==> config.mk <==
export PLATFORM = sky130hd
export DESIGN_NAME = sdci_top
export DESIGN_NICKNAME = d
export VERILOG_FILES = /design/src/sdci_pkg.sv /design/src/sdci_unit_if.sv /design/src/sdci_unit.sv /design/src/sdci_top.sv
export SDC_FILE = /design/constraint.sdc
export NUM_CORES = 1
export LEC_CHECK = 0
export BUFFER_PORTS_ARGS = -buffer_cell sky130_fd_sc_hd__buf_4
export CAP_MARGIN = 15
export CORE_UTILIZATION = 30
export CTS_CLUSTER_DIAMETER = 200
export CTS_CLUSTER_SIZE = 8
export DETAILED_ROUTE_END_ITERATION = 10
export RECOVER_POWER = 25
export SYNTH_ARGS = -nofsm -noshare
export SYNTH_HDL_FRONTEND = slang
export SYNTH_SLANG_ARGS = --single-unit
==> constraint.sdc <==
create_clock -name clk_i -period 8.32 [get_ports clk_i]
set_input_delay 0.416 -clock clk_i [delete_from_list [all_inputs] [get_ports clk_i]]
set_output_delay 0.416 -clock clk_i [all_outputs]
set_load 0.02 [all_outputs]
==> src/sdci_pkg.sv <==
package sdci_pkg;

  // ----------------------------------------------------------------
  // geometry
  // ----------------------------------------------------------------
  localparam int unsigned NUM_UNITS  = 5;
  localparam int unsigned ACC_W      = 20;
  localparam int unsigned CONV_W     = 12;
  localparam int unsigned DIGIT_W    = 4;
  localparam int unsigned CHAN_W     = 3;

  // ----------------------------------------------------------------
  // wishbone register map (byte addresses)
  // ----------------------------------------------------------------
  localparam logic [7:0] ADDR_ACC     = 8'h00;
  localparam logic [7:0] ADDR_INSTR   = 8'h04;
  localparam logic [7:0] ADDR_STATUS  = 8'h08;
  localparam logic [7:0] ADDR_DONE    = 8'h0C;
  localparam logic [7:0] ADDR_OVF     = 8'h10;
  localparam logic [7:0] ADDR_IRQ_ST  = 8'h14;
  localparam logic [7:0] ADDR_IRQ_EN  = 8'h18;
  localparam logic [7:0] ADDR_IRQ_CLR = 8'h1C;
  localparam logic [7:0] ADDR_DIST    = 8'h20;
  localparam logic [7:0] ADDR_CHANS   = 8'h24;

  // ----------------------------------------------------------------
  // instruction word fields: opcode [2:0], unit [6:4], offset j [9:8]
  // ----------------------------------------------------------------
  localparam int unsigned OP_LSB   = 0;
  localparam int unsigned UNIT_LSB = 4;
  localparam int unsigned J_LSB    = 8;

  typedef enum logic [2:0] {
    SDCI_OP_NONE = 3'h0,
    SDCI_OP_LSC  = 3'h1,
    SDCI_OP_BDN  = 3'h2,
    SDCI_OP_BOV  = 3'h3,
    SDCI_OP_RCV  = 3'h4,
    SDCI_OP_RDG  = 3'h5,
    SDCI_OP_LCV  = 3'h6
  } sdci_op_e;

  // ----------------------------------------------------------------
  // timing
  // ----------------------------------------------------------------
  localparam int unsigned CLK_HZ         = 40_000_000;
  localparam int unsigned TICK_US        = 100;
  localparam int unsigned TICK_CYC       = CLK_HZ / 1_000_000 * TICK_US;
  localparam int unsigned DIST_MIN_US    = 3_200;
  localparam int unsigned DIST_MAX_US    = 102_400;
  localparam int unsigned DIST_MIN_TICKS = DIST_MIN_US / TICK_US;
  localparam int unsigned DIST_MAX_TICKS = DIST_MAX_US / TICK_US;
  localparam int unsigned DIST_W         = 11;
  localparam logic [DIST_W-1:0] DIST_RST = DIST_W'(DIST_MIN_TICKS);
  localparam logic [CHAN_W:0]   CHANS_RST = 4'h1;

endpackage

==> src/sdci_unit_if.sv <==
interface sdci_unit_if;
  import sdci_pkg::*;
  logic              start;
  logic              step;
  logic              load_conv;
  logic [CONV_W-1:0] conv_wdata;
  logic [CONV_W-1:0] conv;
  logic              done_pulse;
  logic              ovf;

  modport ctrl (output start, step, load_conv, conv_wdata, input conv, done_pulse, ovf);
  modport unit (input start, step, load_conv, conv_wdata, output conv, done_pulse, ovf);
endinterface

==> src/sdci_unit.sv <==
module sdci_unit
  import sdci_pkg::*;
#(
  parameter int unsigned CONV_CYC = 4
)
(
  // clock and reset
  input  wire logic                clk_i,
  input  wire logic                rst_i,
  // controller side
  sdci_unit_if.unit                bus,
  // timing and converter
  input  wire logic                tick_i,
  input  wire logic [DIST_W-1:0]   dist_ticks_i,
  input  wire logic [CHAN_W:0]     num_chans_i,
  input  wire logic [CONV_W-1:0]   adc_value_i,
  input  wire logic                adc_ovf_i
);

  typedef enum logic [1:0] {SDCI_IDLE, SDCI_CONV, SDCI_DIST} sdci_ust_e;

  sdci_ust_e         state_q;
  logic [DIST_W-1:0] cnt_q;
  logic [CONV_W-1:0] conv_q;
  logic              ovf_q;
  logic              done_q;
  logic [CHAN_W:0]   chan_q;

  wire multi  = num_chans_i > 4'h1;
  wire more   = multi && (chan_q + 4'h1 < num_chans_i);
  wire conv_e = (state_q == SDCI_CONV) && (cnt_q == DIST_W'(CONV_CYC));
  wire dist_e = (state_q == SDCI_DIST) && tick_i && (cnt_q + 11'h001 >= dist_ticks_i);

  assign bus.conv       = conv_q;
  assign bus.ovf        = ovf_q;
  assign bus.done_pulse = done_q;

  always_ff @(posedge clk_i)
  begin
    done_q <= 1'b0;
    if (rst_i)
    begin
      state_q <= SDCI_IDLE;
      cnt_q   <= '0;
      conv_q  <= '0;
      ovf_q   <= 1'b0;
      chan_q  <= '0;
    end
    else if (bus.start)
    begin
      // a new command aborts any distribution in progress
      state_q <= multi ? SDCI_CONV : SDCI_DIST;
      ovf_q   <= 1'b0;
      cnt_q   <= '0;
      chan_q  <= '0;
    end
    else if (bus.load_conv)
    begin
      conv_q <= bus.conv_wdata;
    end
    else if (bus.step && multi && more)
    begin
      chan_q  <= chan_q + 4'h1;
      state_q <= SDCI_CONV;
      cnt_q   <= '0;
    end
    else if (conv_e)
    begin
      conv_q  <= adc_value_i;
      ovf_q   <= ovf_q | adc_ovf_i;
      state_q <= SDCI_IDLE;
      done_q  <= 1'b1;
    end
    else if (state_q == SDCI_CONV)
    begin
      cnt_q <= cnt_q + 11'h001;
    end
    else if (dist_e)
    begin
      state_q <= SDCI_IDLE;
      done_q  <= 1'b1;
    end
    else if ((state_q == SDCI_DIST) && tick_i)
    begin
      cnt_q <= cnt_q + 11'h001;
    end
  end

endmodule

==> src/sdci_top.sv <==
module sdci_top
  import sdci_pkg::*;
#(
  parameter int unsigned UNITS    = NUM_UNITS,
  parameter int unsigned CONV_CYC = 4
)
(
  // clock and reset
  input  wire logic                          clk_i,
  input  wire logic                          rst_i,
  // wishbone slave
  input  wire logic                          cyc_i,
  input  wire logic                          stb_i,
  input  wire logic                          we_i,
  input  wire logic [7:0]                    adr_i,
  input  wire logic [3:0]                    sel_i,
  input  wire logic [31:0]                   dat_i,
  output logic      [31:0]                   dat_o,
  output logic                               ack_o,
  // converter and decimal inputs from pins
  input  wire logic [UNITS*CONV_W-1:0]       adc_value_i,
  input  wire logic [UNITS-1:0]              adc_ovf_i,
  input  wire logic [2*DIGIT_W-1:0]          digits_i,
  // command registers towards the units' analog logic, and the interrupt output
  output logic      [UNITS*ACC_W-1:0]        cmd_o,
  output logic                               irq_o
);
  import sdci_pkg::*;

  // ----------------------------------------------------------------
  // input synchronisers
  // ----------------------------------------------------------------
  logic [UNITS*CONV_W-1:0] adc_m_q;
  logic [UNITS*CONV_W-1:0] adc_s_q;
  logic [UNITS-1:0]        ovf_m_q;
  logic [UNITS-1:0]        ovf_s_q;
  logic [2*DIGIT_W-1:0]    dig_m_q;
  logic [2*DIGIT_W-1:0]    dig_s_q;

  always_ff @(posedge clk_i)
  begin
    adc_m_q <= adc_value_i;
    adc_s_q <= adc_m_q;
    ovf_m_q <= adc_ovf_i;
    ovf_s_q <= ovf_m_q;
    dig_m_q <= digits_i;
    dig_s_q <= dig_m_q;
  end

  // ----------------------------------------------------------------
  // tick divider for distribution timing
  // ----------------------------------------------------------------
  logic [15:0] div_q;
  logic        tick_q;

  always_ff @(posedge clk_i)
  begin
    if (rst_i || (div_q == 16'(TICK_CYC - 1)))
    begin
      div_q <= '0;
    end
    else
    begin
      div_q <= div_q + 16'h0001;
    end
    tick_q <= !rst_i && (div_q == 16'(TICK_CYC - 1));
  end

  // ----------------------------------------------------------------
  // bus decode
  // ----------------------------------------------------------------
  logic [ACC_W-1:0]  acc_q;
  logic [DIST_W-1:0] dist_q;
  logic [CHAN_W:0]   chans_q;
  logic [UNITS-1:0]  done_q;
  logic [UNITS-1:0]  irq_st_q;
  logic [UNITS-1:0]  irq_en_q;
  logic [1:0]        br_q;
  logic              br_valid_q;

  wire req      = cyc_i && stb_i && !ack_o;
  wire wr       = req && we_i && sel_i[0];
  wire wr_acc   = wr && (adr_i == ADDR_ACC);
  wire wr_instr = wr && (adr_i == ADDR_INSTR);
  wire wr_iclr  = wr && (adr_i == ADDR_IRQ_CLR);
  wire wr_ien   = wr && (adr_i == ADDR_IRQ_EN);
  wire wr_dist  = wr && (adr_i == ADDR_DIST);
  wire wr_chans = wr && (adr_i == ADDR_CHANS);

  wire [2:0] op   = dat_i[OP_LSB +: 3];
  wire [2:0] unum = dat_i[UNIT_LSB +: 3];
  wire [1:0] jofs = dat_i[J_LSB +: 2];
  // unit numbers run 1..UNITS; anything else addresses no unit
  wire       u_ok  = (unum != 3'h0) && (32'(unum) <= UNITS);
  wire [2:0] uidx  = unum - 3'h1;

  wire is_lsc = wr_instr && u_ok && (op == SDCI_OP_LSC);
  wire is_bdn = wr_instr && u_ok && (op == SDCI_OP_BDN);
  wire is_bov = wr_instr && u_ok && (op == SDCI_OP_BOV);
  wire is_rcv = wr_instr && u_ok && (op == SDCI_OP_RCV);
  wire is_rdg = wr_instr && (op == SDCI_OP_RDG);
  wire is_lcv = wr_instr && u_ok && (op == SDCI_OP_LCV);

  // ----------------------------------------------------------------
  // units
  // ----------------------------------------------------------------
  logic [UNITS-1:0]  done_ev;
  logic [UNITS-1:0]  ovf_w;
  logic [CONV_W-1:0] conv_w [UNITS];

  for (genvar g = 0; g < UNITS; g++)
  begin : g_unit
    sdci_unit_if uif ();
    wire sel = (uidx == 3'(g));

    assign uif.start      = is_lsc && sel;
    assign uif.step       = is_rcv && sel;
    assign uif.load_conv  = is_lcv && sel;
    assign uif.conv_wdata = acc_q[CONV_W-1:0];
    assign done_ev[g]     = uif.done_pulse;
    assign ovf_w[g]       = uif.ovf;
    assign conv_w[g]      = uif.conv;

    sdci_unit #(
      .CONV_CYC (CONV_CYC)
    ) u_unit (
      .clk_i        (clk_i),
      .rst_i        (rst_i),
      .bus          (uif.unit),
      .tick_i       (tick_q),
      .dist_ticks_i (dist_q),
      .num_chans_i  (chans_q),
      .adc_value_i  (adc_s_q[g*CONV_W +: CONV_W]),
      .adc_ovf_i    (ovf_s_q[g])
    );

    always_ff @(posedge clk_i)
    begin
      if (rst_i)
      begin
        cmd_o[g*ACC_W +: ACC_W] <= '0;
      end
      else if (is_lsc && sel)
      begin
        cmd_o[g*ACC_W +: ACC_W] <= acc_q;
      end
    end

    // the completion event wins over the clear from a new command
    always_ff @(posedge clk_i)
    begin
      if (rst_i)
      begin
        done_q[g]   <= 1'b0;
        irq_st_q[g] <= 1'b0;
      end
      else
      begin
        done_q[g]   <= done_ev[g] | (done_q[g] & !(is_lsc && sel));
        irq_st_q[g] <= done_ev[g] | (irq_st_q[g] & !(wr_iclr && dat_i[g]));
      end
    end
  end

  // ----------------------------------------------------------------
  // accumulator results
  // ----------------------------------------------------------------
  // conversion bits 1-12 land in acc bits 8-19, i.e. acc[11:0], msb first
  wire [ACC_W-1:0] rcv_val = {8'h00, conv_w[uidx]};
  // digit msb lands in the bit just below the sign, acc[18]; sign is acc[19]
  wire [ACC_W-1:0] rdg_val = {1'b0, dig_s_q, 11'h000};
  wire             cond_dn = done_q[uidx];
  wire             cond_ov = ovf_w[uidx];

  // acc bit 0 is the sign at acc[19]; both values are already in that order
  wire [ACC_W-1:0] acc_rev;
  for (genvar b = 0; b < ACC_W; b++)
  begin : g_rev
    assign acc_rev[b] = (is_rcv ? rcv_val[b] : rdg_val[b]);
  end

  always_ff @(posedge clk_i)
  begin
    if (rst_i)
    begin
      acc_q      <= '0;
      br_q       <= '0;
      br_valid_q <= 1'b0;
      dist_q     <= DIST_RST;
      chans_q    <= CHANS_RST;
      irq_en_q   <= '0;
    end
    else
    begin
      if (wr_acc)
        acc_q <= dat_i[ACC_W-1:0];
      else if (is_rcv || is_rdg)
        acc_q <= acc_rev;
      if (is_bdn)
      begin
        br_q       <= cond_dn ? jofs : 2'h0;
        br_valid_q <= 1'b1;
      end
      else if (is_bov)
      begin
        br_q       <= cond_ov ? jofs : 2'h0;
        br_valid_q <= 1'b1;
      end
      if (wr_dist)
        dist_q <= (dat_i[DIST_W-1:0] < DIST_W'(DIST_MIN_TICKS)) ? DIST_W'(DIST_MIN_TICKS) :
                  (dat_i[DIST_W-1:0] > DIST_W'(DIST_MAX_TICKS)) ? DIST_W'(DIST_MAX_TICKS) :
                  dat_i[DIST_W-1:0];
      if (wr_chans && (dat_i[CHAN_W:0] != 4'h0) && (dat_i[CHAN_W:0] <= 4'h8))
        chans_q <= dat_i[CHAN_W:0];
      if (wr_ien)
        irq_en_q <= dat_i[UNITS-1:0];
    end
  end

  // ----------------------------------------------------------------
  // read mux and acknowledge
  // ----------------------------------------------------------------
  logic [31:0] rd_mux;

  always_comb
  begin
    rd_mux = 32'h0000_0000;
    unique case (adr_i)
      ADDR_ACC:    rd_mux = 32'(acc_q);
      ADDR_STATUS: rd_mux = {29'h0000_0000, br_valid_q, br_q};
      ADDR_DONE:   rd_mux = 32'(done_q);
      ADDR_OVF:    rd_mux = 32'(ovf_w);
      ADDR_IRQ_ST: rd_mux = 32'(irq_st_q);
      ADDR_IRQ_EN: rd_mux = 32'(irq_en_q);
      ADDR_DIST:   rd_mux = 32'(dist_q);
      ADDR_CHANS:  rd_mux = 32'(chans_q);
      default:     rd_mux = 32'h0000_0000;
    endcase
  end

  always_ff @(posedge clk_i)
  begin
    if (rst_i)
    begin
      ack_o <= 1'b0;
      dat_o <= '0;
      irq_o <= 1'b0;
    end
    else
    begin
      ack_o <= req;
      dat_o <= req ? rd_mux : 32'h0000_0000;
      irq_o <= |(irq_st_q & irq_en_q);
    end
  end

endmodule

# ---- After elaboration in Yosys (flattened, before gate mapping)
# Cells that the tools add are included.
dict set report word_totals {
  reg_bits 505
  out_inout_bits 134
  word_cells 460
  input_bits 122
}
dict set report op_classes {
  add_sub_neg 12
  n_eq_ne 60
  reduce_logical 143
  muxes 123
  n_lt_le_gt_ge 17
  bitwise 43
}
# cell n
set op_table {}
lappend op_table {{11-bit two-way mux} 27}
lappend op_table {{12-bit two-way mux} 17}
lappend op_table {{20-bit one-hot mux with 8 select lines} 1}
lappend op_table {{1-bit logical AND} 71}
lappend op_table {{2-bit two-way mux} 35}
lappend op_table {{11-bit by 1-bit adder with 11-bit output (second input constant)} 5}
lappend op_table {{11-bit by 3-bit == test with 1-bit output (second input constant)} 5}
lappend op_table {{11-bit greater-or-equal comparator} 5}
lappend op_table {{3-bit AND reduction} 15}
lappend op_table {{20-bit two-way mux} 2}
lappend op_table {{1-bit two-way mux} 38}
lappend op_table {{12-bit binary-select mux with 3-bit select} 1}
lappend op_table {{8-bit by 5-bit == test with 1-bit output (second input constant)} 4}
lappend op_table {{4-bit nonzero test} 6}
lappend op_table {{4-bit by 1-bit adder with 4-bit output (second input constant)} 5}
lappend op_table {{4-bit less-than comparator} 5}
lappend op_table {{2-bit by 1-bit inequality test with 1-bit output (second input constant)} 10}
lappend op_table {{4-bit by 1-bit inequality test with 1-bit output (second input constant)} 5}
lappend op_table {{4-bit AND reduction} 5}
lappend op_table {{4-bit OR reduction} 5}
lappend op_table {{3-bit nonzero test} 6}
lappend op_table {{16-bit by 1-bit adder with 16-bit output (second input constant)} 1}
lappend op_table {{16-bit by 12-bit == test with 1-bit output (second input constant)} 1}
lappend op_table {{8-bit by 4-bit == test with 1-bit output (second input constant)} 2}
lappend op_table {{31 further kinds} 121}

# ---- Logic depth before layout (Yosys ltp)
# Gate-level depths: netlist of the first run.
dict set report depth {
  ltp_word 13
  mapped_depth 15
  depth_no_buf 14
}

# ---- Cells and area by module
# A second synthesis of the first run with hierarchy kept.
dict set report unflattened {
  cells_unflattened 2360
  area_unflattened_um2 21172.8
}
# mod cells_per_inst seq_area_each_um2 area_each_um2 n_inst
set by_module_without_submodules {}
lappend by_module_without_submodules {sdci_top 1194 6766.5 11438.5 1}
lappend by_module_without_submodules {{sdci_unit (g_unit[0].u_unit ...)} 234 620.6 1934.4 3}
lappend by_module_without_submodules {{sdci_unit (g_unit[3].u_unit ...)} 232 620.6 1965.6 2}

# ---- Least setup slack after synthesis of the first run
# OpenSTA, ideal clock, no wires.
dict set report synth_timing {
  path_kind {register to register}
  startpoint {register g_unit[1].u_unit.cnt_q[0]}
  endpoint {register g_unit[1].u_unit.cnt_q[3]}
  required_ps 8203
  path_buffers 1
  slack_ps 4804
  arrival_ps 3398
  path_stages_with_launch 16
  setup_ps 117
  synth_period_minus_slack_ps 3516
  cell_sequence {dfxtp_1 -> ha_1 -> and3_1 -> and3_1 -> and3_1 -> and3_1 -> xor2_1 -> ha_1 -> a21o_1 -> a31o_2 -> o32a_1 -> a211oi_1 -> clkbuf_1 -> nand2_1 -> xor2_1 -> nor2_1}
}
dict set report synth_between {
  elab_chain_len 6
  elab_cells_between_ends 13
  classes_between {add/sub: 1; order compare: 1; eq/ne: 3; mux: 5; reduce/logical: 3}
}
# item line_no
set synth_lines {}
lappend synth_lines {{start: declaration} sdci_unit.sv:23} ;# logic [DIST_W-1:0] cnt_q;
lappend synth_lines {{start signal: assignment} sdci_unit.sv:76} ;# cnt_q <= cnt_q + 11'h001;
lappend synth_lines {{start signal: assignment} sdci_unit.sv:85} ;# cnt_q <= cnt_q + 11'h001;
lappend synth_lines {{parallel branches: the longest is 6 deep, another holds 11-bit by 1-bit adder with 11-bit output} -}
# Several ways; the timed one is not identified. The select of a mux whose other input is x is not followed.
# A chain may end at the register's enable or synchronous reset.

# ---- Final worst setup path of the first run
dict set report layout_timing {
  startpoint {register g_unit[4].u_unit.cnt_q[0]}
  endpoint {register g_unit[4].u_unit.cnt_q[5]}
}
dict set report layout_between {
  elab_chain_len 6
  elab_cells_between_ends 13
  classes_between {add/sub: 1; order compare: 1; eq/ne: 3; mux: 5; reduce/logical: 3}
}
# item line_no
set layout_lines {}
lappend layout_lines {{start: declaration} sdci_unit.sv:23}
lappend layout_lines {{start signal: assignment} sdci_unit.sv:76}
lappend layout_lines {{start signal: assignment} sdci_unit.sv:85}
lappend layout_lines {{parallel branches: the longest is 6 deep, another holds 11-bit by 1-bit adder with 11-bit output} -}
# Several ways; the timed one is not identified. The select of a mux whose other input is x is not followed.

==> results of run 1 <==
==> registers in the layout (all words and copies together), names as in the netlist, 8 cells and up <==
signal and count:
dist_q 11, g_unit.u_unit.cnt_q 55, dig_s_q 8, g_unit.u_unit.chan_q 20, dig_m_q 8, cmd_o 100, adc_s_q 60, g_unit.u_unit.state_q 10
adc_m_q 60, acc_q 20, div_q 16, dat_o 20, g_unit.u_unit.bus.conv 60
==> report_power, final <==
part	switching [W]	internal (W)
clock	0.00104	0.00155
combinational	0.000101	0.0000766
sequential	0.0000151	0.00241
==> logic make-up (layout without fill, tap and decap cells) <==
group / count (synthesis) / after routing / share of synthesized area (%)
xor gates and xnor gates: 112 / 112 / 4.81
buffers and inverters: 174 / 448 / 3.56
and+or+nand+nor: 891 / 891 / 20.0
other: 1 / 12 / 0.0184
AOI/OAI and AO/OA: 411 / 411 / 12.7
muxes: 81 / 81 / 4.85
adders and majority gates: 92 / 92 / 5.64
DFF: 493 / 493 / 48.4
==> final cells by class <==
cell class / instances / area share, %
Sequential cell: 493 / 38.6
Multi-Input combinational cell: 1599 / 38.7
Tap cell: 873 / 4.27
Inverter: 39 / 0.573
Clock inverter: 6 / 0.338
Timing Repair Buffer: 330 / 10.4
Clock buffer: 73 / 7.14
==> metal layers <==
metal | up-vias | global-route usage (%) | share of wire [%]
met1 | 8515 | 24.6 | 43
met4 | 6 | 8.25 | 3.8
met3 | 146 | 4.33 | 7.5
met2 | 696 | 31.8 | 46
met5 | - | 0 | 0.051
li1 | 8324 | - | -
==> stage by stage <==
stage,hold slack (ps),total power [W],cell area (sq um)
2_1_floorplan,310,0.00253,20400
3_3_place_gp,312,0.00261,22900
3_5_place_dp,313,0.00262,22900
4_1_cts,56.6,0.00524,25600
5_1_grt,95.7,0.00536,25600
6_report,85.9,0.00518,25600
==> cell usage in the layout, fill, tap and decap left out, drive strengths merged, types with 11 or more instances in the layout <==
| cell type | count |
|---|---|
| dfxtp | 493 |
| nand2 | 379 |
| nor2 | 231 |
| a21oi | 183 |
| buf | 178 |
| clkbuf | 152 |
| ha | 92 |
| xor2 | 75 |
| dlygate4sd3 | 73 |
| mux2i | 65 |
| nand3 | 53 |
| nor3 | 52 |
| a211oi | 48 |
| inv | 42 |
| a22oi | 41 |
| o21ai | 40 |
| xnor2 | 37 |
| and3 | 37 |
| nor4 | 23 |
| a22o | 16 |
| nor2b | 15 |
| nand2b | 15 |
| a31oi | 15 |
| mux4 | 14 |
| nor4b | 14 |
| a311oi | 13 |
| nand4 | 13 |
| conb | 12 |
| nand3b | 11 |
| or3 | 11 |
==> tightest hold or removal path: stages <==
cell and delay (ps):
sky130_fd_sc_hd__buf_4 90, sky130_fd_sc_hd__a22oi_1 70, sky130_fd_sc_hd__nor2_1 80
==> worst paths after layout <==
check             slack [ps]                         to
hold / removal            90                  acc_q[19]
setup / recovery        4320  g_unit[4].u_unit.cnt_q[5]
hold reg to reg          310                adc_s_q[37]
setup reg to reg        4320  g_unit[4].u_unit.cnt_q[5]
==> repair_timing <==
action | in CTS | in global routing
hold buffers | 73 | 0
hold endpoints to repair | 73 | 0
setup buffers | 0 | 0
==> impl_metrics.py, run 1 <==
metrics = {
    "critical_path": {
        "worstSetupPathDepth": 14,
        "critical_path.slowest_cell": "sky130_fd_sc_hd__a21oi_1",
        "critical_path_peak_fanout": 12,
        "rr_worst_depth": 14,
        "critical_path.top_delay_family": "compound AO/OA/AOI/OAI gates",
        "critical_path.cell_chain": "ha_1 -> and3_1 -> and3_1 -> and3_1 -> and3_1 -> xor2_1 -> ha_1 -> a21oi_1 -> o21ai_0 -> o32a_1 -> a21oi_1 -> nor2b_1 -> xnor2_1 -> nor2_1",
        "worstSetupStartpoint": "g_unit[4].u_unit.cnt_q[0]",
        "cp-end-kind": "register",
        "cp-start-kind": "register",
        "critical_path.n_buffers_inverters": 0,
        "criticalPathCategory": "reg2reg",
        "slowest_delay_ps": 780,
        "critical_path_required_ps": 8810,
        "r2r_start": "g_unit[4].u_unit.cnt_q[0]",
        "worst_path_most_repeated_cell": "sky130_fd_sc_hd__and3_1",
        "worst_ep_arrival_time_ps": 4490,
    },
    "floorplanning": {
        "floorplan.die.height_um": 263,
        "fp.dieW_um": 263,
        "placementRows": 95,
        "boundaryPins": 256,
        "floorplan.core_area_sq_um": 67300,
        "die-area_sq_um": 69000,
        "start_util_pct": 30.3,
    },
    "sta": {
        "max-slew-margin-rel_pct": 21.6,
        "tightest_slew_ps": 1170,
        "unrepaired_setup_endpoints_after_global_routing": "false",
        "final.setup_skew_ps": 26.5,
        "hold_viol": 0,
        "fmax_ghz": 0.250,
        "finalMaxSlewViolations": 0,
        "post-route-period-util_pct": 48.1,
        "setup_violations": 0,
        "final_period_minus_worst_setup_slack_ps": 4000,
        "fin_tns_setup_ps": 0,
        "final_critical_path_setup_slack_ps": 4320,
    },
    "clock_network": {
        "numClockSinks": 493,
        "clock_transition_at_the_registers_of_the_reported_paths_ps": 50,
        "post_cts_resize_count": 0,
        "cts-buffers-inserted": 71,
        "cts_htree_levels": 3,
        "clkLatencyLatePin_ps": 620,
        "cts_root_buffer": "sky130_fd_sc_hd__clkbuf_16",
        "cts_buffer_depth": 3,
        "clock_tree_from_tritoncts": "yes",
    },
    "synth": {
        "synth-seq-cells": 493,
        "synth_edf_count": 0,
        "synth_async_sr_flop_share_pct": 0,
        "post_synth_num_cell_types": 73,
        "yosys_warnings": 0,
        "seq_area_frac_synth_pct": 48.4,
        "netlist_top_cells_count": "493 x sky130_fd_sc_hd__dfxtp_1, 379 x sky130_fd_sc_hd__nand2_1, 230 x sky130_fd_sc_hd__nor2_1, 183 x sky130_fd_sc_hd__a21oi_1, 106 x sky130_fd_sc_hd__clkbuf_1",
        "synthesis.area_per_instance_sq_um": 9.05,
        "yosys.area.top_type": "sky130_fd_sc_hd__dfxtp_1",
        "ys.flop_type": "sky130_fd_sc_hd__dfxtp_1",
        "synthCells": 2255,
        "syn-cell-area_sq_um": 20400,
        "ys_top_cells_by_area": "sky130_fd_sc_hd__dfxtp_1 48%, sky130_fd_sc_hd__nand2_1 7.0%, sky130_fd_sc_hd__ha_1 5.6%, sky130_fd_sc_hd__a21oi_1 4.5%, sky130_fd_sc_hd__nor2_1 4.2%",
        "yosysMostFrequentCell": "sky130_fd_sc_hd__dfxtp_1",
        "synth_top_area_share_pct": 48.4,
    },
    "global_routing": {
        "global_router_s_overall_resource_usage_pct": 19.5,
        "overflow": 0,
        "wire_length_of_the_first_global_routing_pass_mm": 104,
        "grt_start_max_net_pins": 95,
        "grt_antenna_before_repair": 4,
        "grt_pass1_vias": 17400,
    },
    "worst_hold_path": {
        "worst_hold_startpoint": "dat_i[19]",
        "timing.hold.worst.class": "in2reg",
        "min_path_cells": 3,
    },
    "layout": {
        "fin_cells": 3413,
        "insertedDiodeCount": 0,
        "final_layout_size_suffix_gt1_share_pct": 14.6,
        "sequential_cell_area_sq_um": 9870,
        "multi_input_area_sq_um": 9900,
        "final_util_pct": 38.0,
        "final_nets": 2748,
        "fill_cells": 6690,
        "areaGrowthSynthToFinish_pct": 25.4,
    },
    "placed_design": {
        "portBuffers": 228,
        "place.gp.congestion": 0.925,
        "dp_hpwl_mm": 47.4,
        "placement.setup.worst_slack_ps": 4010,
        "numPlacedInstances": 3259,
    },
    "detailed_routing": {
        "postRouteAntennaNets": 0,
        "drc_errors": 0,
        "drt_pre_antenna_iters": 5,
        "final_routed_wirelength_mm": 68.5,
        "routed-via-count": 17700,
        "vias_per_cell": 5.18,
        "drt_iter0_markers": 1585,
        "wl_per_cell_um": 20.1,
    },
    "flow_run": {
        "cap_violations": 0,
    },
    "pwr": {
        "power.density_nw_per_um2": 203,
        "power.leakage_nw": 10.3,
        "ir_drop_mv": 0.141,
    },
    "status": {
        "run_status": "finished, final reports clean",
    },
}
(Power assumes the default switching activity.)
==> inputs of run 2 (changes only) <==
- clock period: 8.32 -> 3.6 ns (I/O delays scaled with it)
==> run 2 against run 1 <==
Against the previous run: clock-buffer cell count stayed put; register-to-register slack got worse by 4200 ps; combinational power is 140% higher; largest cell class unchanged.
==> impl_metrics.py, run 2 (synthesized netlist as in run 1, its figures left out) <==
metrics = {
    "status": {
        "run_status": "finished, final reports clean",
    },
    "sta": {
        "max-slew-margin-rel_pct": 27.1,
        "fmax_ghz": 0.288,
        "post-route-period-util_pct": 96.3,
        "final.setup_skew_ps": 23.6,
        "hold_viol": 0,
        "final_critical_path_setup_slack_ps": 133,
        "setup_violations": 0,
        "whs_ps": 26.4,
        "tightest_slew_ps": 1090,
        "final_period_minus_worst_setup_slack_ps": 3470,
        "finalMaxSlewViolations": 0,
    },
    "detailed_routing": {
        "postRouteAntennaNets": 0,
        "routed-via-count": 17900,
        "final_routed_wirelength_mm": 69.2,
        "drt_pre_antenna_iters": 6,
        "drc_errors": 0,
        "vias_per_cell": 5.16,
        "drt_iter0_markers": 1530,
        "wl_per_cell_um": 19.9,
    },
    "clock_network": {
        "cts_htree_levels": 3,
        "clock_tree_from_tritoncts": "yes",
        "cts_root_buffer": "sky130_fd_sc_hd__clkbuf_16",
        "clkLatencyLatePin_ps": 610,
        "cts_buffer_depth": 3,
        "numClockSinks": 493,
        "cts-buffers-inserted": 71,
        "clock_transition_at_the_registers_of_the_reported_paths_ps": 50,
    },
    "layout": {
        "multi_input_area_sq_um": 9970,
        "final_nets": 2807,
        "flip_flop_count_of_the_largest_register_after_layout": 100,
        "final_layout_size_suffix_gt1_share_pct": 16.5,
        "areaGrowthSynthToFinish_pct": 28.2,
        "commonest_non_fill_non_tap_cell_in_the_layout": "sky130_fd_sc_hd__dfxtp_1",
        "final_util_pct": 38.9,
        "commonest_non_fill_non_tap_cells_in_the_layout": "490 x sky130_fd_sc_hd__dfxtp_1, 379 x sky130_fd_sc_hd__nand2_1, 228 x sky130_fd_sc_hd__nor2_1",
        "largest_register": "cmd_o",
        "sequential_cell_area_sq_um": 9870,
        "fill_cells": 6682,
    },
    "floorplanning": {
        "boundaryPins": 256,
        "floorplan.die.height_um": 263,
        "start_util_pct": 30.3,
        "floorplan.core_area_sq_um": 67300,
        "fp.dieW_um": 263,
        "die-area_sq_um": 69000,
        "placementRows": 95,
    },
    "critical_path": {
        "criticalPathCategory": "reg2reg",
        "cp-end-kind": "register",
        "critical_path_peak_fanout": 6,
        "worst_ep_arrival_time_ps": 3940,
        "cp-start-kind": "register",
        "critical_path_required_ps": 4080,
    },
    "global_routing": {
        "overflow": 0,
        "wire_length_of_the_first_global_routing_pass_mm": 105,
        "grt_pass1_vias": 17600,
        "global_router_s_overall_resource_usage_pct": 19.6,
        "grt_start_max_net_pins": 115,
        "grt_antenna_before_repair": 3,
    },
    "worst_hold_path": {
        "timing.hold.worst.class": "in2reg",
    },
    "pwr": {
        "flop_pwr_share_pct": 46.6,
        "ir_drop_mv": 0.444,
        "power_switching_w": 0.00267,
        "fraction_of_power_consumed_by_combinational_cells_pct": 3.6,
        "finalPower_w": 0.0120,
        "power.density_nw_per_um2": 459,
        "power_frac_clock_pct": 49.8,
        "power.leakage_nw": 10.6,
        "p_int_w": 0.00933,
        "power.share.switching_pct": 22.2,
    },
    "flow_run": {
        "cap_violations": 0,
    },
    "placed_design": {
        "placement.setup.worst_slack_ps": 17.7,
        "dp_hpwl_mm": 47.4,
        "place.gp.congestion": 0.941,
        "portBuffers": 228,
    },
}
==> run 2: worst paths after layout <==
path	cells after the start	end	startpoint	slack [ps]
worst max-delay path	15	g_unit[1].u_unit.cnt_q[5]	g_unit[1].u_unit.cnt_q[0]	130
worst min-delay path	4	dat_o[1]	adr_i[0]	30
worst max register to register	15	g_unit[1].u_unit.cnt_q[5]	g_unit[1].u_unit.cnt_q[0]	130
worst min register to register	0	ovf_s_q[0]	ovf_m_q[0]	310
==> run 2: final cells by class <==
class                   instances  share of cell area, %
diodes                          1                0.00957
clock buffers                  73                   6.98
clock inverters                 6                  0.330
inverters                      39                  0.560
multi-input cells            1600                   38.1
flip-flops and latches        493                   37.7
well taps                     873                   4.18
repair buffers                388                   12.1
==> run 2: power groups by stage <==
| stage | Clock [W] | Sequential (W) | Combinational [W] |
|---|---|---|---|
| after floorplan | 0 | 0.00568 | 0.000175 |
| after global placement | 0 | 0.00570 | 0.000346 |
| after detailed placement | 0 | 0.00570 | 0.000348 |
| after CTS | 0.00611 | 0.00560 | 0.000432 |
| after global routing | 0.00634 | 0.00559 | 0.000462 |
| final | 0.00597 | 0.00560 | 0.000433 |
==> run 2: what timing repair did <==
item	in CTS	in global routing
resized for setup	0	25
buffers inserted	0	6
setup endpoints to repair	0	47
hold buffers	95	0
endpoints found under the hold margin	116	0
==> run 2: layer usage <==
metal	vias up	track usage, %	wire (um)
li1	8464	-	-
met1	8601	25.2	29700
met2	699	32.1	32000
met3	148	3.86	5020
met4	4	8.00	2440
met5	-	0	17
==> run 2: metrics by stage <==
| stage | std cells | cell area, sq um | setup TNS [ps] |
|---|---|---|---|
| final | 3473 | 26200 | 0 |
| after global routing | 3473 | 26200 | -11.1 |
| after CTS | 3462 | 26000 | 0 |
| after detailed placement | 3288 | 23100 | 0 |
| after global placement | 3288 | 23100 | 0 |
| after floorplan | 2266 | 20400 | 0 |
==> run 2: critical path: stages, from the launching register on <==
cell,delay (ps)
sky130_fd_sc_hd__dfxtp_2,350
sky130_fd_sc_hd__ha_4,150
sky130_fd_sc_hd__and3_4,200
sky130_fd_sc_hd__and3_4,200
sky130_fd_sc_hd__and3_4,200
sky130_fd_sc_hd__and3_4,190
sky130_fd_sc_hd__xor2_1,160
sky130_fd_sc_hd__ha_1,280
sky130_fd_sc_hd__a21o_1,200
sky130_fd_sc_hd__a31o_2,220
sky130_fd_sc_hd__o32a_1,350
sky130_fd_sc_hd__a211oi_2,290
sky130_fd_sc_hd__buf_4,200
sky130_fd_sc_hd__nor2b_1,160
sky130_fd_sc_hd__xnor2_1,130
sky130_fd_sc_hd__nor2_1,50
==> inputs of run 3 (changes only) <==
--- a/constraint.sdc
+++ b/constraint.sdc
@@ -3,2 +3,2 @@
 set_output_delay 0.18 -clock clk_i [all_outputs]
-set_load 0.02 [all_outputs]
+set_load 0.05 [all_outputs]
==> run 3 against run 2 <==
Against the previous run: via count fell by 0.20%; register-to-register slack about the same; power up 0.16%; non-clock buffer count did not move.
==> impl_metrics.py, run 3 (synthesized netlist as in run 1, its figures left out) <==
metrics = {
    "detailed_routing": {
        "wl_met2_mm": 31.9,
        "drc_errors": 0,
        "wl_per_cell_um": 19.9,
        "routed-via-count": 17900,
        "vias_per_cell": 5.15,
        "postRouteAntennaNets": 0,
        "final_routed_wirelength_mm": 69.1,
        "drt_iter0_markers": 1535,
        "routedLengthMet1_mm": 29.7,
        "met3WireLength_mm": 5.04,
        "drt_pre_antenna_iters": 6,
        "routed.top_layer": "met5",
    },
    "placed_design": {
        "placed_cell_area_sq_um": 23100,
        "portBuffers": 228,
        "dp_hpwl_mm": 47.4,
        "placement.setup.worst_slack_ps": 17.7,
        "place.gp.congestion": 0.941,
    },
    "global_routing": {
        "global_router_s_overall_resource_usage_pct": 19.6,
        "wire_length_of_the_first_global_routing_pass_mm": 105,
        "grt_antenna_before_repair": 3,
        "grt_start_max_net_pins": 115,
        "grt_pass1_vias": 17600,
        "overflow": 0,
    },
    "status": {
        "run_status": "finished, final reports clean",
    },
    "pwr": {
        "power.leakage_nw": 10.6,
        "power.share.switching_pct": 22.4,
        "power.density_nw_per_um2": 459,
        "fraction_of_power_consumed_by_combinational_cells_pct": 3.7,
        "p_int_w": 0.00933,
        "power_frac_clock_pct": 49.7,
        "power_switching_w": 0.00269,
        "flop_pwr_share_pct": 46.6,
        "finalPower_w": 0.0120,
        "ir_drop_mv": 0.444,
    },
    "worst_hold_path": {
        "timing.hold.worst.class": "in2reg",
    },
    "sta": {
        "hold_viol": 0,
        "setup_violations": 0,
        "post-route-period-util_pct": 96.3,
        "fmax_ghz": 0.288,
        "finalMaxSlewViolations": 0,
        "final_period_minus_worst_setup_slack_ps": 3470,
        "max-slew-margin-rel_pct": 26.8,
        "fin_tns_setup_ps": 0,
        "final_critical_path_setup_slack_ps": 133,
        "final.setup_skew_ps": 26.2,
        "tightest_slew_ps": 1100,
    },
    "floorplanning": {
        "floorplan.die.height_um": 263,
        "die-area_sq_um": 69000,
        "placementRows": 95,
        "fp.dieW_um": 263,
        "start_util_pct": 30.3,
        "boundaryPins": 256,
        "floorplan.core_area_sq_um": 67300,
    },
    "clock_network": {
        "cts_root_buffer": "sky130_fd_sc_hd__clkbuf_16",
        "clkLatencyLatePin_ps": 610,
        "cts_htree_levels": 3,
        "clock_tree_from_tritoncts": "yes",
        "clock_transition_at_the_registers_of_the_reported_paths_ps": 50,
        "cts-buffers-inserted": 71,
        "cts_buffer_depth": 3,
        "numClockSinks": 493,
    },
    "layout": {
        "flip_flop_count_of_the_largest_register_after_layout": 100,
        "final_layout_size_suffix_gt1_share_pct": 16.5,
        "commonest_non_fill_non_tap_cells_in_the_layout": "490 x sky130_fd_sc_hd__dfxtp_1, 379 x sky130_fd_sc_hd__nand2_1, 228 x sky130_fd_sc_hd__nor2_1",
        "commonest_non_fill_non_tap_cell_in_the_layout": "sky130_fd_sc_hd__dfxtp_1",
        "fill_cells": 6683,
        "final_util_pct": 38.9,
        "areaGrowthSynthToFinish_pct": 28.3,
        "finalInstanceArea_sq_um": 26200,
        "largest_register": "cmd_o",
        "final_nets": 2807,
    },
    "critical_path": {
        "criticalPathCategory": "reg2reg",
        "critical_path_peak_fanout": 6,
        "cp-start-kind": "register",
        "worst_ep_arrival_time_ps": 3940,
        "cp-end-kind": "register",
        "critical_path_required_ps": 4080,
    },
    "flow_run": {
        "cap_violations": 0,
    },
}
-- run 3: power by group through the flow --
stage	combinational [W]	clock (W)	sequential (W)
after floorplan	0.000191	0	0.00568
after global placement	0.000363	0	0.00570
after detailed placement	0.000365	0	0.00570
after CTS	0.000449	0.00611	0.00560
after global routing	0.000480	0.00634	0.00559
final	0.000451	0.00597	0.00560
-- run 3: area by class of cell --
class / count / area, sq um / area share [%]
clock buffer: 73 / 1830 / 6.98
antenna: 1 / 2.50 / 0.00956
sequential: 493 / 9870 / 37.7
timing repair buffer: 388 / 3160 / 12.1
inverter: 39 / 146 / 0.560
clock inverter: 6 / 86.3 / 0.330
multi-input combinational: 1600 / 9970 / 38.1
tap: 873 / 1090 / 4.17
-- run 3: final timing paths --
check | start | endpoint | slack [ps] | cells after the start
min | adr_i[0] | dat_o[1] | 30 | 4
max | g_unit[1].u_unit.cnt_q[0] | g_unit[1].u_unit.cnt_q[5] | 130 | 15
min reg2reg | ovf_m_q[0] | ovf_s_q[0] | 310 | 0
max reg2reg | g_unit[1].u_unit.cnt_q[0] | g_unit[1].u_unit.cnt_q[5] | 130 | 15
-- run 3: metal layers --
layer  global-route usage (%)  up-vias
met5                        0        -
met4                     8.00        4
met3                     3.86      146
met2                     32.1      692
met1                     25.2     8572
li1                         -     8466
-- run 3: critical path, stage by stage, from the launching register on --
cell and delay, ps:
sky130_fd_sc_hd__dfxtp_2 350, sky130_fd_sc_hd__ha_4 150, sky130_fd_sc_hd__and3_4 200, sky130_fd_sc_hd__and3_4 200
sky130_fd_sc_hd__and3_4 200, sky130_fd_sc_hd__and3_4 190, sky130_fd_sc_hd__xor2_1 160, sky130_fd_sc_hd__ha_1 280
sky130_fd_sc_hd__a21o_1 200, sky130_fd_sc_hd__a31o_2 220, sky130_fd_sc_hd__o32a_1 350, sky130_fd_sc_hd__a211oi_2 290
sky130_fd_sc_hd__buf_4 200, sky130_fd_sc_hd__nor2b_1 160, sky130_fd_sc_hd__xnor2_1 130, sky130_fd_sc_hd__nor2_1 50
-- run 3: per-stage QoR --
stage	instances	hold WS, ps
after floorplan	2266	208
after global placement	3288	285
after detailed placement	3288	286
after CTS	3462	2.08
after global routing	3473	62.2
final	3473	27.0
-- run 3: what timing repair did --
item,in CTS,in global routing
endpoints found under the hold margin,116,0
setup endpoints to repair,0,47
buffers inserted,0,6
gates resized for setup,0,25
hold buffers,95,0
